## config.mk

```make
export PLATFORM = sky130hd
export DESIGN_NAME = hfr_top
export DESIGN_NICKNAME = d
export VERILOG_FILES = /design/src/inc/hfr_pkg.sv /design/src/rtl/hfr_delay_filter.sv /design/src/rtl/hfr_top.sv
export VERILOG_INCLUDE_DIRS = /design/src /design/src/inc
export SDC_FILE = /design/constraint.sdc
export NUM_CORES = 1
export LEC_CHECK = 0
export ABC_CLOCK_PERIOD_IN_PS = 3400
export BUFFER_PORTS_ARGS = -buffer_cell sky130_fd_sc_hd__clkbuf_2
export CAP_MARGIN = 20
export CORE_MARGIN = 2
export CORE_UTILIZATION = 51
export CTS_BUF_LIST = sky130_fd_sc_hd__clkbuf_2
export CTS_CLUSTER_SIZE = 40
export DETAILED_ROUTE_END_ITERATION = 8
export GPL_TIMING_DRIVEN = 0
export PLACE_DENSITY = 0.78
export SYNTH_ARGS = -nofsm -noshare
export SYNTH_HDL_FRONTEND = slang
export SYNTH_SLANG_ARGS = --single-unit
```

## constraint.sdc

```tcl
create_clock -name clk_i -period 3.4 [get_ports clk_i]
set_clock_uncertainty 0.05 [all_clocks]
set_input_delay 0.51 -clock clk_i [delete_from_list [all_inputs] [get_ports clk_i]]
set_output_delay 0.51 -clock clk_i [all_outputs]
set_load 0.02 [all_outputs]
```

## src/inc/hfr_defs.svh

```systemverilog
// Purpose: constants for the heater fault alarm two and restart mode block
// Assumes: 100 MHz clock, register port with one-cycle read latency
// Notes: offsets are word byte addresses
`ifndef HFR_DEFS_SVH
`define HFR_DEFS_SVH

// register byte addresses
`define HFR_ADDR_CTRL 8'h00
`define HFR_ADDR_DELAY 8'h04
`define HFR_ADDR_RESTART 8'h08
`define HFR_ADDR_STATUS 8'h0C
`define HFR_ADDR_MASK 8'h10
`define HFR_ADDR_STATE 8'h14

// ctrl field positions
`define HFR_CTRL_SEL_LSB 0
`define HFR_CTRL_SEL_MSB 2
`define HFR_CTRL_TYPE_BIT 4

// reset values
`define HFR_SEL_RESET 3'h0
`define HFR_TYPE_RESET 1'h0
`define HFR_DELAY_RESET 8'h05
`define HFR_RESTART_RESET 2'h0

// output selector codes
`define HFR_SEL_NONE 3'h0
`define HFR_SEL_FIRST 3'h1
`define HFR_SEL_SECOND 3'h2

// status bits
`define HFR_ST_ALARM 0
`define HFR_ST_RESTART 1
`define HFR_ST_NBITS 2

// power failure tolerance
`define HFR_PF_MS 20
`define HFR_CLK_MHZ 100

`endif

```

## src/inc/hfr_pkg.sv

```systemverilog
// Purpose: types for the heater fault alarm two and restart mode block
// Assumes: nothing
// Notes: constants live in hfr_defs.svh
package hfr_pkg;

  // restart mode selector codes
  typedef enum logic [1:0] {
    HFR_HOT_ONE = 2'h0,
    HFR_HOT_TWO = 2'h1,
    HFR_COLD = 2'h2,
    HFR_STOP = 2'h3
  } hfr_restart_t;

  // source of the control output after recovery
  typedef enum logic [2:0] {
    HFR_OUT_HOLD = 3'h0,
    HFR_OUT_COMPUTE = 3'h1,
    HFR_OUT_LOW_LIMIT = 3'h2,
    HFR_OUT_STOP_VALUE = 3'h3,
    HFR_OUT_NONE = 3'h4,
    HFR_OUT_VALVE = 3'h5
  } hfr_out_src_t;

  // supply supervision states
  typedef enum logic [1:0] {
    HFR_PS_RUN,
    HFR_PS_DIP,
    HFR_PS_DOWN
  } hfr_pwr_state_t;

endpackage

```

## src/rtl/hfr_delay_filter.sv

```systemverilog
// Purpose: consecutive-sample filter for the heater fault alarm
// Assumes: sample_i is a one-cycle strobe at the alarm sampling rate
// Notes: a count of zero raises the alarm on the first sample in range
`include "hfr_defs.svh"

module hfr_delay_filter #(
  parameter int CW = 8
) (
  // clock and reset
  input wire logic clk_i,
  input wire logic rst_n_i,
  // sample stream
  input wire logic sample_i,
  input wire logic in_range_i,
  input wire logic enable_i,
  input wire logic [CW-1:0] count_i,
  // filtered alarm
  output logic alarm_o
);

  initial begin
    if (CW < 1 || CW > 16) $error("hfr_delay_filter: CW out of range");
  end

  typedef struct packed {
    logic [CW-1:0] run;
    logic alarm;
  } hfr_filt_t;

  hfr_filt_t s;
  hfr_filt_t next_s;

  // count consecutive in-range samples, clear on any out-of-range one
  always_comb begin
    next_s = s;
    if (!enable_i) begin
      next_s.run = '0;
      next_s.alarm = 1'b0;
    end else if (sample_i) begin
      if (!in_range_i) begin
        next_s.run = '0;
        next_s.alarm = 1'b0;
      end else if (s.run >= count_i) begin
        next_s.alarm = 1'b1;
      end else begin
        next_s.run = s.run + 1'b1;
        next_s.alarm = ((s.run + 1'b1) >= count_i);
      end
    end
  end

  always_ff @(posedge clk_i or negedge rst_n_i) begin
    if (!rst_n_i) begin
      s <= '0;
    end else begin
      s <= next_s;
    end
  end

  assign alarm_o = s.alarm;

endmodule // hfr_delay_filter

```

## src/rtl/hfr_top.sv

```systemverilog
// Purpose: heater fault alarm two configuration and restart mode decision
// Assumes: register port, single 100 MHz clock, inputs synchronous
// Notes: control computation and current comparison values come from outside
`include "hfr_defs.svh"

// What this block does
// - the sensor-two output selector holds 0 for off, 1 for first output, 2 for second output, 3 to 7 reserved, reset 0.
// - alarm two is bound automatically to whatever output sensor two is assigned to.
// - both sensors may be assigned to the same output without conflict.
// - the alarm two type is 0 for type A and 1 for type B, reset 0.
// - alarm status rises only after the current stays in alarm range for a set count of samples, 0 to 255, reset 5.
// - supply dips of 20 ms or less are ridden through; only longer ones invoke the restart mode.
// - the restart selector codes 0 hot start one, 1 hot start two, 2 cold start, 3 stop start, reset 0.
// - hot start one resumes the previous mode and holds the output near its previous value.
// - hot start two resumes the previous mode: fresh computation in auto, low limit in manual, no motor drive in manual position control without feedback.
// - cold start enters manual at the low limit, and without feedback input in position control drives no motor.
// - stop start enters the stop state whatever ran before and outputs the stop-mode value.
// - in position control without feedback input, stop start drives the valve per the configured stop valve action.
// - after a stop start, going from stop to run restores the mode held before the failure.
// - when startup autotune or auto temperature rise runs at power-on, hot start one becomes hot start two.
// - the alarm delay equals the count times a sampling time of twice the measured-input sampling cycle.
// - type A compares the load current with the set values; type B compares it to a current proportional to the output.
module hfr_top #(
  parameter int DELAY_W = 8,
  parameter int CUR_W = 12,
  parameter int SAMPLE_CYCLES = 10000000,
  parameter int PF_CYCLES = `HFR_PF_MS * 1000 * `HFR_CLK_MHZ
) (
  // clock and reset
  input wire logic clk_i,
  input wire logic nrst_i,
  // register port
  input wire logic [7:0] addr_i,
  input wire logic [31:0] wdata_i,
  input wire logic wr_i,
  input wire logic rd_i,
  output logic [31:0] rdata_o,
  // current sensor two
  input wire logic [CUR_W-1:0] current_i,
  input wire logic [CUR_W-1:0] break_limit_i,
  input wire logic [CUR_W-1:0] melt_limit_i,
  input wire logic [CUR_W-1:0] manipulated_output_i,
  input wire logic first_output_on_i,
  input wire logic second_output_on_i,
  // supply and run conditions
  input wire logic supply_ok_i,
  input wire logic was_auto_i,
  input wire logic was_run_i,
  input wire logic feedback_resistance_input_i,
  input wire logic position_control_i,
  input wire logic startup_autotune_i,
  input wire logic auto_rise_i,
  input wire logic stop_to_run_i,
  // results
  output logic [1:0] heater_fault_alarm_two_o,
  output logic restart_valid_o,
  output logic restart_auto_o,
  output logic restart_run_o,
  output logic [2:0] out_src_o,
  output logic irq_o
);

  initial begin
    if (DELAY_W < 8 || DELAY_W > 16) begin
      $error("hfr_top: DELAY_W out of range");
    end
    if (CUR_W < 2 || CUR_W > 24) begin
      $error("hfr_top: CUR_W out of range");
    end
    if (SAMPLE_CYCLES < 2 || PF_CYCLES < 2) begin
      $error("hfr_top: cycle counts too small");
    end
  end

  // reset release through two flip-flops
  logic rst_q1;
  logic rst_n;
  always_ff @(posedge clk_i or negedge nrst_i) begin
    if (!nrst_i) begin
      rst_q1 <= 1'b0;
      rst_n <= 1'b0;
    end else begin
      rst_q1 <= 1'b1;
      rst_n <= rst_q1;
    end
  end

  // selector code is valid only for the two output codes, first and second
  function automatic logic sel_valid(input logic [2:0] code);
    sel_valid = (code == `HFR_SEL_FIRST) || (code == `HFR_SEL_SECOND);
  endfunction

  typedef struct packed {
    logic [2:0] sel;
    logic typ;
    logic [DELAY_W-1:0] delay;
    hfr_pkg::hfr_restart_t restart;
    logic [`HFR_ST_NBITS-1:0] status;
    logic [`HFR_ST_NBITS-1:0] mask;
    logic [31:0] rdata;
    logic [31:0] samp_cnt;
    logic sample;
    logic [31:0] pf_cnt;
    hfr_pkg::hfr_pwr_state_t pwr;
    logic restart_valid;
    logic restart_auto;
    logic restart_run;
    logic pend_restore;
    logic saved_auto;
    hfr_pkg::hfr_out_src_t out_src;
    logic [1:0] hfa;
    logic alarm_q;
    logic irq;
  } hfr_state_t;

  hfr_state_t s;
  hfr_state_t next_s;
  logic alarm_raw;
  logic in_range;
  logic out_on;

  // output that sensor two watches, current output may share with sensor one
  always_comb begin
    case (s.sel)
      `HFR_SEL_FIRST: begin
        out_on = first_output_on_i;
      end
      `HFR_SEL_SECOND: begin
        out_on = second_output_on_i;
      end
      default: begin
        out_on = 1'b0;
      end
    endcase
  end

  // alarm range by type: A against set values, B against output-proportional current
  always_comb begin
    if (!s.typ) begin
      in_range = out_on ? (current_i < break_limit_i) : (current_i > melt_limit_i);
    end else begin
      in_range = (current_i < (manipulated_output_i >> 1));
    end
  end

  hfr_delay_filter #(
    .CW(DELAY_W)
  ) u_filt (
    .clk_i(clk_i),
    .rst_n_i(rst_n),
    .sample_i(s.sample),
    .in_range_i(in_range),
    .enable_i(sel_valid(s.sel)),
    .count_i(s.delay),
    .alarm_o(alarm_raw)
  );

  // next state
  always_comb begin
    hfr_pkg::hfr_restart_t eff;
    logic [`HFR_ST_NBITS-1:0] ev;
    eff = s.restart;
    ev = '0;
    next_s = s;
    next_s.rdata = '0;
    // register writes
    if (wr_i) begin
      case (addr_i)
        `HFR_ADDR_CTRL: begin
          next_s.sel = wdata_i[`HFR_CTRL_SEL_MSB:`HFR_CTRL_SEL_LSB];
          next_s.typ = wdata_i[`HFR_CTRL_TYPE_BIT];
        end
        `HFR_ADDR_DELAY: begin
          next_s.delay = wdata_i[DELAY_W-1:0];
        end
        `HFR_ADDR_RESTART: begin
          next_s.restart = hfr_pkg::hfr_restart_t'(wdata_i[1:0]);
        end
        `HFR_ADDR_MASK: begin
          next_s.mask = wdata_i[`HFR_ST_NBITS-1:0];
        end
        default: ;
      endcase
    end
    // register reads, one cycle later
    if (rd_i) begin
      case (addr_i)
        `HFR_ADDR_CTRL: begin
          next_s.rdata = {27'h0, s.typ, 1'b0, s.sel};
        end
        `HFR_ADDR_DELAY: begin
          next_s.rdata = 32'(s.delay);
        end
        `HFR_ADDR_RESTART: begin
          next_s.rdata = {30'h0, s.restart};
        end
        `HFR_ADDR_STATUS: begin
          next_s.rdata = 32'(s.status);
        end
        `HFR_ADDR_MASK: begin
          next_s.rdata = 32'(s.mask);
        end
        `HFR_ADDR_STATE: begin
          next_s.rdata = {24'h0, s.restart_valid, s.restart_run, s.restart_auto, s.out_src, s.hfa};
        end
        default: begin
          next_s.rdata = 32'h0;
        end
      endcase
    end
    // sample strobe every two measured-input cycles
    if (s.samp_cnt >= 32'(SAMPLE_CYCLES - 1)) begin
      next_s.samp_cnt = '0;
      next_s.sample = 1'b1;
    end else begin
      next_s.samp_cnt = s.samp_cnt + 32'h1;
      next_s.sample = 1'b0;
    end
    // alarm binds to the assigned output
    next_s.alarm_q = alarm_raw;
    case (s.sel)
      `HFR_SEL_FIRST: begin
        next_s.hfa = {1'b0, alarm_raw};
      end
      `HFR_SEL_SECOND: begin
        next_s.hfa = {alarm_raw, 1'b0};
      end
      default: begin
        next_s.hfa = 2'h0;
      end
    endcase
    if (alarm_raw && !s.alarm_q) begin
      ev[`HFR_ST_ALARM] = 1'b1;
    end
    // supply supervision
    next_s.restart_valid = 1'b0;
    case (s.pwr)
      hfr_pkg::HFR_PS_RUN: begin
        next_s.pf_cnt = '0;
        if (!supply_ok_i) begin
          next_s.pwr = hfr_pkg::HFR_PS_DIP;
        end
      end
      hfr_pkg::HFR_PS_DIP: begin
        if (supply_ok_i) begin
          next_s.pwr = hfr_pkg::HFR_PS_RUN;
        end else if (s.pf_cnt >= 32'(PF_CYCLES - 1)) begin
          next_s.pwr = hfr_pkg::HFR_PS_DOWN;
        end else begin
          next_s.pf_cnt = s.pf_cnt + 32'h1;
        end
      end
      hfr_pkg::HFR_PS_DOWN: begin
        if (supply_ok_i) begin
          next_s.pwr = hfr_pkg::HFR_PS_RUN;
          if ((startup_autotune_i || auto_rise_i) && eff == hfr_pkg::HFR_HOT_ONE) begin
            eff = hfr_pkg::HFR_HOT_TWO;
          end
          next_s.restart_valid = 1'b1;
          ev[`HFR_ST_RESTART] = 1'b1;
          next_s.saved_auto = was_auto_i;
          next_s.pend_restore = 1'b0;
          case (eff)
            hfr_pkg::HFR_HOT_ONE: begin
              next_s.restart_auto = was_auto_i;
              next_s.restart_run = was_run_i;
              next_s.out_src = hfr_pkg::HFR_OUT_HOLD;
            end
            hfr_pkg::HFR_HOT_TWO: begin
              next_s.restart_auto = was_auto_i;
              next_s.restart_run = was_run_i;
              if (was_auto_i) begin
                next_s.out_src = hfr_pkg::HFR_OUT_COMPUTE;
              end else if (position_control_i && !feedback_resistance_input_i) begin
                next_s.out_src = hfr_pkg::HFR_OUT_NONE;
              end else begin
                next_s.out_src = hfr_pkg::HFR_OUT_LOW_LIMIT;
              end
            end
            hfr_pkg::HFR_COLD: begin
              next_s.restart_auto = 1'b0;
              next_s.restart_run = was_run_i;
              if (position_control_i && !feedback_resistance_input_i) begin
                next_s.out_src = hfr_pkg::HFR_OUT_NONE;
              end else begin
                next_s.out_src = hfr_pkg::HFR_OUT_LOW_LIMIT;
              end
            end
            hfr_pkg::HFR_STOP: begin
              next_s.restart_auto = was_auto_i;
              next_s.restart_run = 1'b0;
              next_s.pend_restore = 1'b1;
              if (position_control_i && !feedback_resistance_input_i) begin
                next_s.out_src = hfr_pkg::HFR_OUT_VALVE;
              end else begin
                next_s.out_src = hfr_pkg::HFR_OUT_STOP_VALUE;
              end
            end
            default: begin
              next_s.out_src = hfr_pkg::HFR_OUT_HOLD;
            end
          endcase
        end
      end
      default: begin
        next_s.pwr = hfr_pkg::HFR_PS_RUN;
      end
    endcase
    // leaving stop restores the mode saved at the failure
    if (s.pend_restore && stop_to_run_i && s.pwr == hfr_pkg::HFR_PS_RUN) begin
      next_s.pend_restore = 1'b0;
      next_s.restart_run = 1'b1;
      next_s.restart_auto = s.saved_auto;
      next_s.out_src = s.saved_auto ? hfr_pkg::HFR_OUT_COMPUTE : hfr_pkg::HFR_OUT_HOLD;
    end
    // sticky status, write one clears, set wins
    if (wr_i && addr_i == `HFR_ADDR_STATUS) begin
      next_s.status = (s.status & ~wdata_i[`HFR_ST_NBITS-1:0]) | ev;
    end else begin
      next_s.status = s.status | ev;
    end
    next_s.irq = |(next_s.status & next_s.mask);
  end

  always_ff @(posedge clk_i or negedge rst_n) begin
    if (!rst_n) begin
      s <= '0;
      s.sel <= `HFR_SEL_RESET;
      s.typ <= `HFR_TYPE_RESET;
      s.delay <= DELAY_W'(`HFR_DELAY_RESET);
      s.restart <= hfr_pkg::hfr_restart_t'(`HFR_RESTART_RESET);
      s.pwr <= hfr_pkg::HFR_PS_RUN;
      s.out_src <= hfr_pkg::HFR_OUT_HOLD;
    end else begin
      s <= next_s;
    end
  end

  // outputs straight from flip-flops
  assign rdata_o = s.rdata;
  assign heater_fault_alarm_two_o = s.hfa;
  assign restart_valid_o = s.restart_valid;
  assign restart_auto_o = s.restart_auto;
  assign restart_run_o = s.restart_run;
  assign out_src_o = s.out_src;
  assign irq_o = s.irq;

endmodule // hfr_top

```

==> results by group <==
Outcome
  • Status: completed

Placement
  • Number of I/O port buffers: ~90
  • Place WS: about 0.25 ns
  • Final Wtd Congestion: 0.8300
  • DP Wirelength: 10390 um

Global routing
  • Initial antenna violation count: 0
  • GR Overflow Total: 0
  • Gr usage total: 0.2054
  • Largest net degree at the start of global routing: 66
  • Vias in the first global route: 5054
  • First-pass GRT wire length: 23180 um

Floorplanning
  • Die width: 118.5 um
  • Die area: 14040 um2
  • Die outline height: 118.5 um
  • Core area: 12720 um2
  • Row cnt: 41
  • Io pins: 143
  • Starting Density: 0.5254

STA
  • Worst-Margin Slew: between 0.9 and 1 ns
  • RSZ-0062 raised after global routing: false
  • Relative slew slack: 0.3694
  • Crit share post-route: 0.8978
  • Fin worst setup slack: 0.3476 ns
  • Min Tclk post-route: 3.052 ns
  • Final setup violation count: 0
  • Max Clock Freq: 0.3276 GHz
  • Aggregate negative setup slack: 0 ns
  • Hold Fails Final Rpt: 0
  • Max-slew violations: 0

Yosys
  • Synthesized cell area: about 6700 um2
  • Post-synth top area share: 0.4268
  • Sequential fraction of the synthesis area: 0.4347
  • Post-Syn Instances: 693
  • Synth area leaders: dfrtp_1 43%, ha_1 9.7%, buf_4 4.2%
  • Number of synthesized flops with an enable pin: 0
  • Yosys top cell by area: dfrtp_1
  • Seq cells post-synth: 116
  • Yosys warns: 0
  • Primary FF master, synth: dfrtp_1
  • Mean Syn Cell Area: 9.645 um2
  • Synth async-reset ratio: 1.000
  • Synth unique cells: 58

CTS
  • Deepest level of the CTS H-tree: 4
  • Max Buffers Root-to-Sink: 2
  • CTS buffer count: 17
  • TritonCTS sink count: 116
  • Post-CTS Resized: 0
  • Worst skew pair latency: 0.68 ns
  • Root Driver: clkbuf_2
  • CTS tree: done
  • Clk slew on worst S/H paths: about 0.17 ns

Detailed routing
  • Iteration-0 DRC Markers: 318
  • TritonRoute pass-1 iters: 4
  • DR WL/cell: 13.29 um
  • Post-DRT Antenna Nets: 0
  • WL final: ~14000 um
  • Routed vias: 5189
  • Via density: approximately 5.0
  • Drt drc: 0

Power and ir drop
  • Clock share of power: 0.302
  • Switching share of power: 0.2979
  • Internal power: between 2 and 2.5 mW
  • PwrDens: ~380 nW/um2
  • Reg power frac: 0.513
  • P_leak: about 4.0 nW
  • Psw: 889.1 uW
  • Maximum VDD drop: 0.2004 mV
  • Combinational Power Share: 0.185

Hold path
  • Hold Startpoint: was_auto_i
  • Worst Hold Endpoint: s[7]
  • Hold path depth: 2
  • Hold WC Path Type: in2reg

Setup path
  • Max FO, Critical Path: 8
  • R2r setup slk: around 0.35 ns
  • CP Capture Type: flip-flop
  • CP max stage delay: 0.60 ns
  • R2r startpoint: u_filt.s[1]
  • Top cell by count, worst path: a2111oi_0
  • Worst reg2reg path depth: 8
  • WS Path Type: reg2reg
  • Crit Reg-Reg Endpoint: u_filt.s[4]
  • CP Data Required Time: 3.94 ns
  • CP max stage cell: nor3_1
  • Cell breakdown of the critical path: inv_1 > ha_1 > nand2b_1 > a2111oi_0 > a2111oi_0 > nor3_1 > nand3_1 > o22ai_1
  • Critical path data arrival time: between 3 and 4 ns
  • Worst setup SP type: flip-flop

Cells and area
  • Commonest non-fill, non-tap cell in the layout: clkbuf_2
  • Final #Nets: 1003
  • # fillers: 1100
  • Share of layout cells above drive strength 1: 0.2088
  • Most frequent cells in the layout: 114 x clkbuf_2, 113 x dfrtp_1, 69 x nor2_1
  • Area of the multi-input gates: 3312 um2
  • Register Area: ~2900 um2
  • Area growth syn-to-layout: 17.69%
  • Ant. Diodes: 0

Flow run
  • Max Cap Viol: 0
[routing by layer]
metal / vias up / routed length (um) / global-route usage
li1: 2647 / - / -
met1: 2429 / 6459 / 0.2664
met2: 98 / 6544 / 0.3403
met3: 15 / 567 / 0.05357
met4: 0 / 165 / 0.05804
met5: - / 0 / 0
[worst max path at each step]
stage                             from     endpoint  slack [ns]  depth (start not counted)
final                      u_filt.s[1]  u_filt.s[4]        0.35                          8
after global routing             s[47]        s[54]        0.16                          9
after CTS                  u_filt.s[1]  u_filt.s[4]        0.41                          8
after detailed placement  current_i[1]  u_filt.s[4]        0.25                          8
after global placement    current_i[1]  u_filt.s[4]        0.22                          8
after floorplan                  s[28]        s[32]        0.95                          8
[critical path: cells and delay by family (launching register included)]
| family | cells | cell delay (ns) |
|---|---|---|
| buffers and inverters | 1 | 0.07 |
| AOI/OAI and AO/OA | 3 | 0.95 |
| and+or+nand+nor | 3 | 1.13 |
| adders and majority gates | 1 | 0.28 |
| DFF | 1 | 0.48 |
[per-stage QoR]
step,instances,hold slack (ns),util,power [mW],cell area [um2]
after floorplan,724,0.1644,-,1.910,6802
after global placement,988,0.2472,0.5877,2.079,7477
after detailed placement,989,0.2549,0.5901,2.098,7507
after CTS,1033,0.004775,0.6175,3.012,7856
after global routing,1034,0.03142,0.6183,3.162,7866
final,1034,0.1009,0.6183,2.985,7866
[power by group through the flow]
stage,clock network (mW),logic [mW],registers (mW)
floorplan,0,0.352,1.56
finish,0.900,0.553,1.53
global route,0.994,0.623,1.54
detailed placement,0,0.540,1.56
global placement,0,0.510,1.57
CTS,0.928,0.553,1.53
[state kept, by name, summed over array words and instances, names as in the netlist]
name / flops
s: 88
rdata_o: 8
u_filt.s: 8
out_src_o: 3
heater_fault_alarm_two_o: 2
irq_o: 1
restart_auto_o: 1
restart_run_o: 1
restart_valid_o: 1
rst_n: 1
rst_q1: 1
u_filt.alarm_o: 1
[final cells by class]
| cell class | instances | share of cell area |
|---|---|---|
| Timing Repair Buffer | 106 | 0.07857 |
| Multi-Input combinational cell | 496 | 0.4210 |
| Clock inverter | 10 | 0.01511 |
| Inverter | 59 | 0.02815 |
| Sequential cell | 116 | 0.3698 |
| Clock buffer | 22 | 0.01400 |
| Buffer | 53 | 0.04597 |
| Tap cell | 172 | 0.02736 |
[Yosys cell counts, drive strengths merged (10+ instances only)]
cell type,number
nor2,69
nor2b,11
and3,15
dfrtp,114
a21oi,22
nand2b,15
nor3,11
mux2i,10
buf,40
inv,59
nand4,17
xor2,25
nand2,47
nand3,27
ha,52
o21ai,24
clkbuf,13
xnor2,18
mux2,16
[logic make-up after synthesis]
| group | Yosys count | synth area share |
|---|---|---|
| AO/OA/AOI/OAI | 106 | 0.1076 |
| XOR/XNOR | 43 | 0.05635 |
| adder cells (fa/ha/maj) | 52 | 0.09734 |
| buffers and inverters | 112 | 0.08723 |
| flip-flops | 116 | 0.4347 |
| multiplexers | 26 | 0.04193 |
| other | 2 | 0.001124 |
| AND/OR/NAND/NOR | 236 | 0.1737 |
[repair_timing]
action | in CTS | in global routing
buffers inserted | 0 | 0
hold buffers | 12 | 1
hold endpoints to repair | 14 | 2
endpoints found under the setup margin | 0 | 0
No activity file was read; power rests on OpenSTA's default activity.
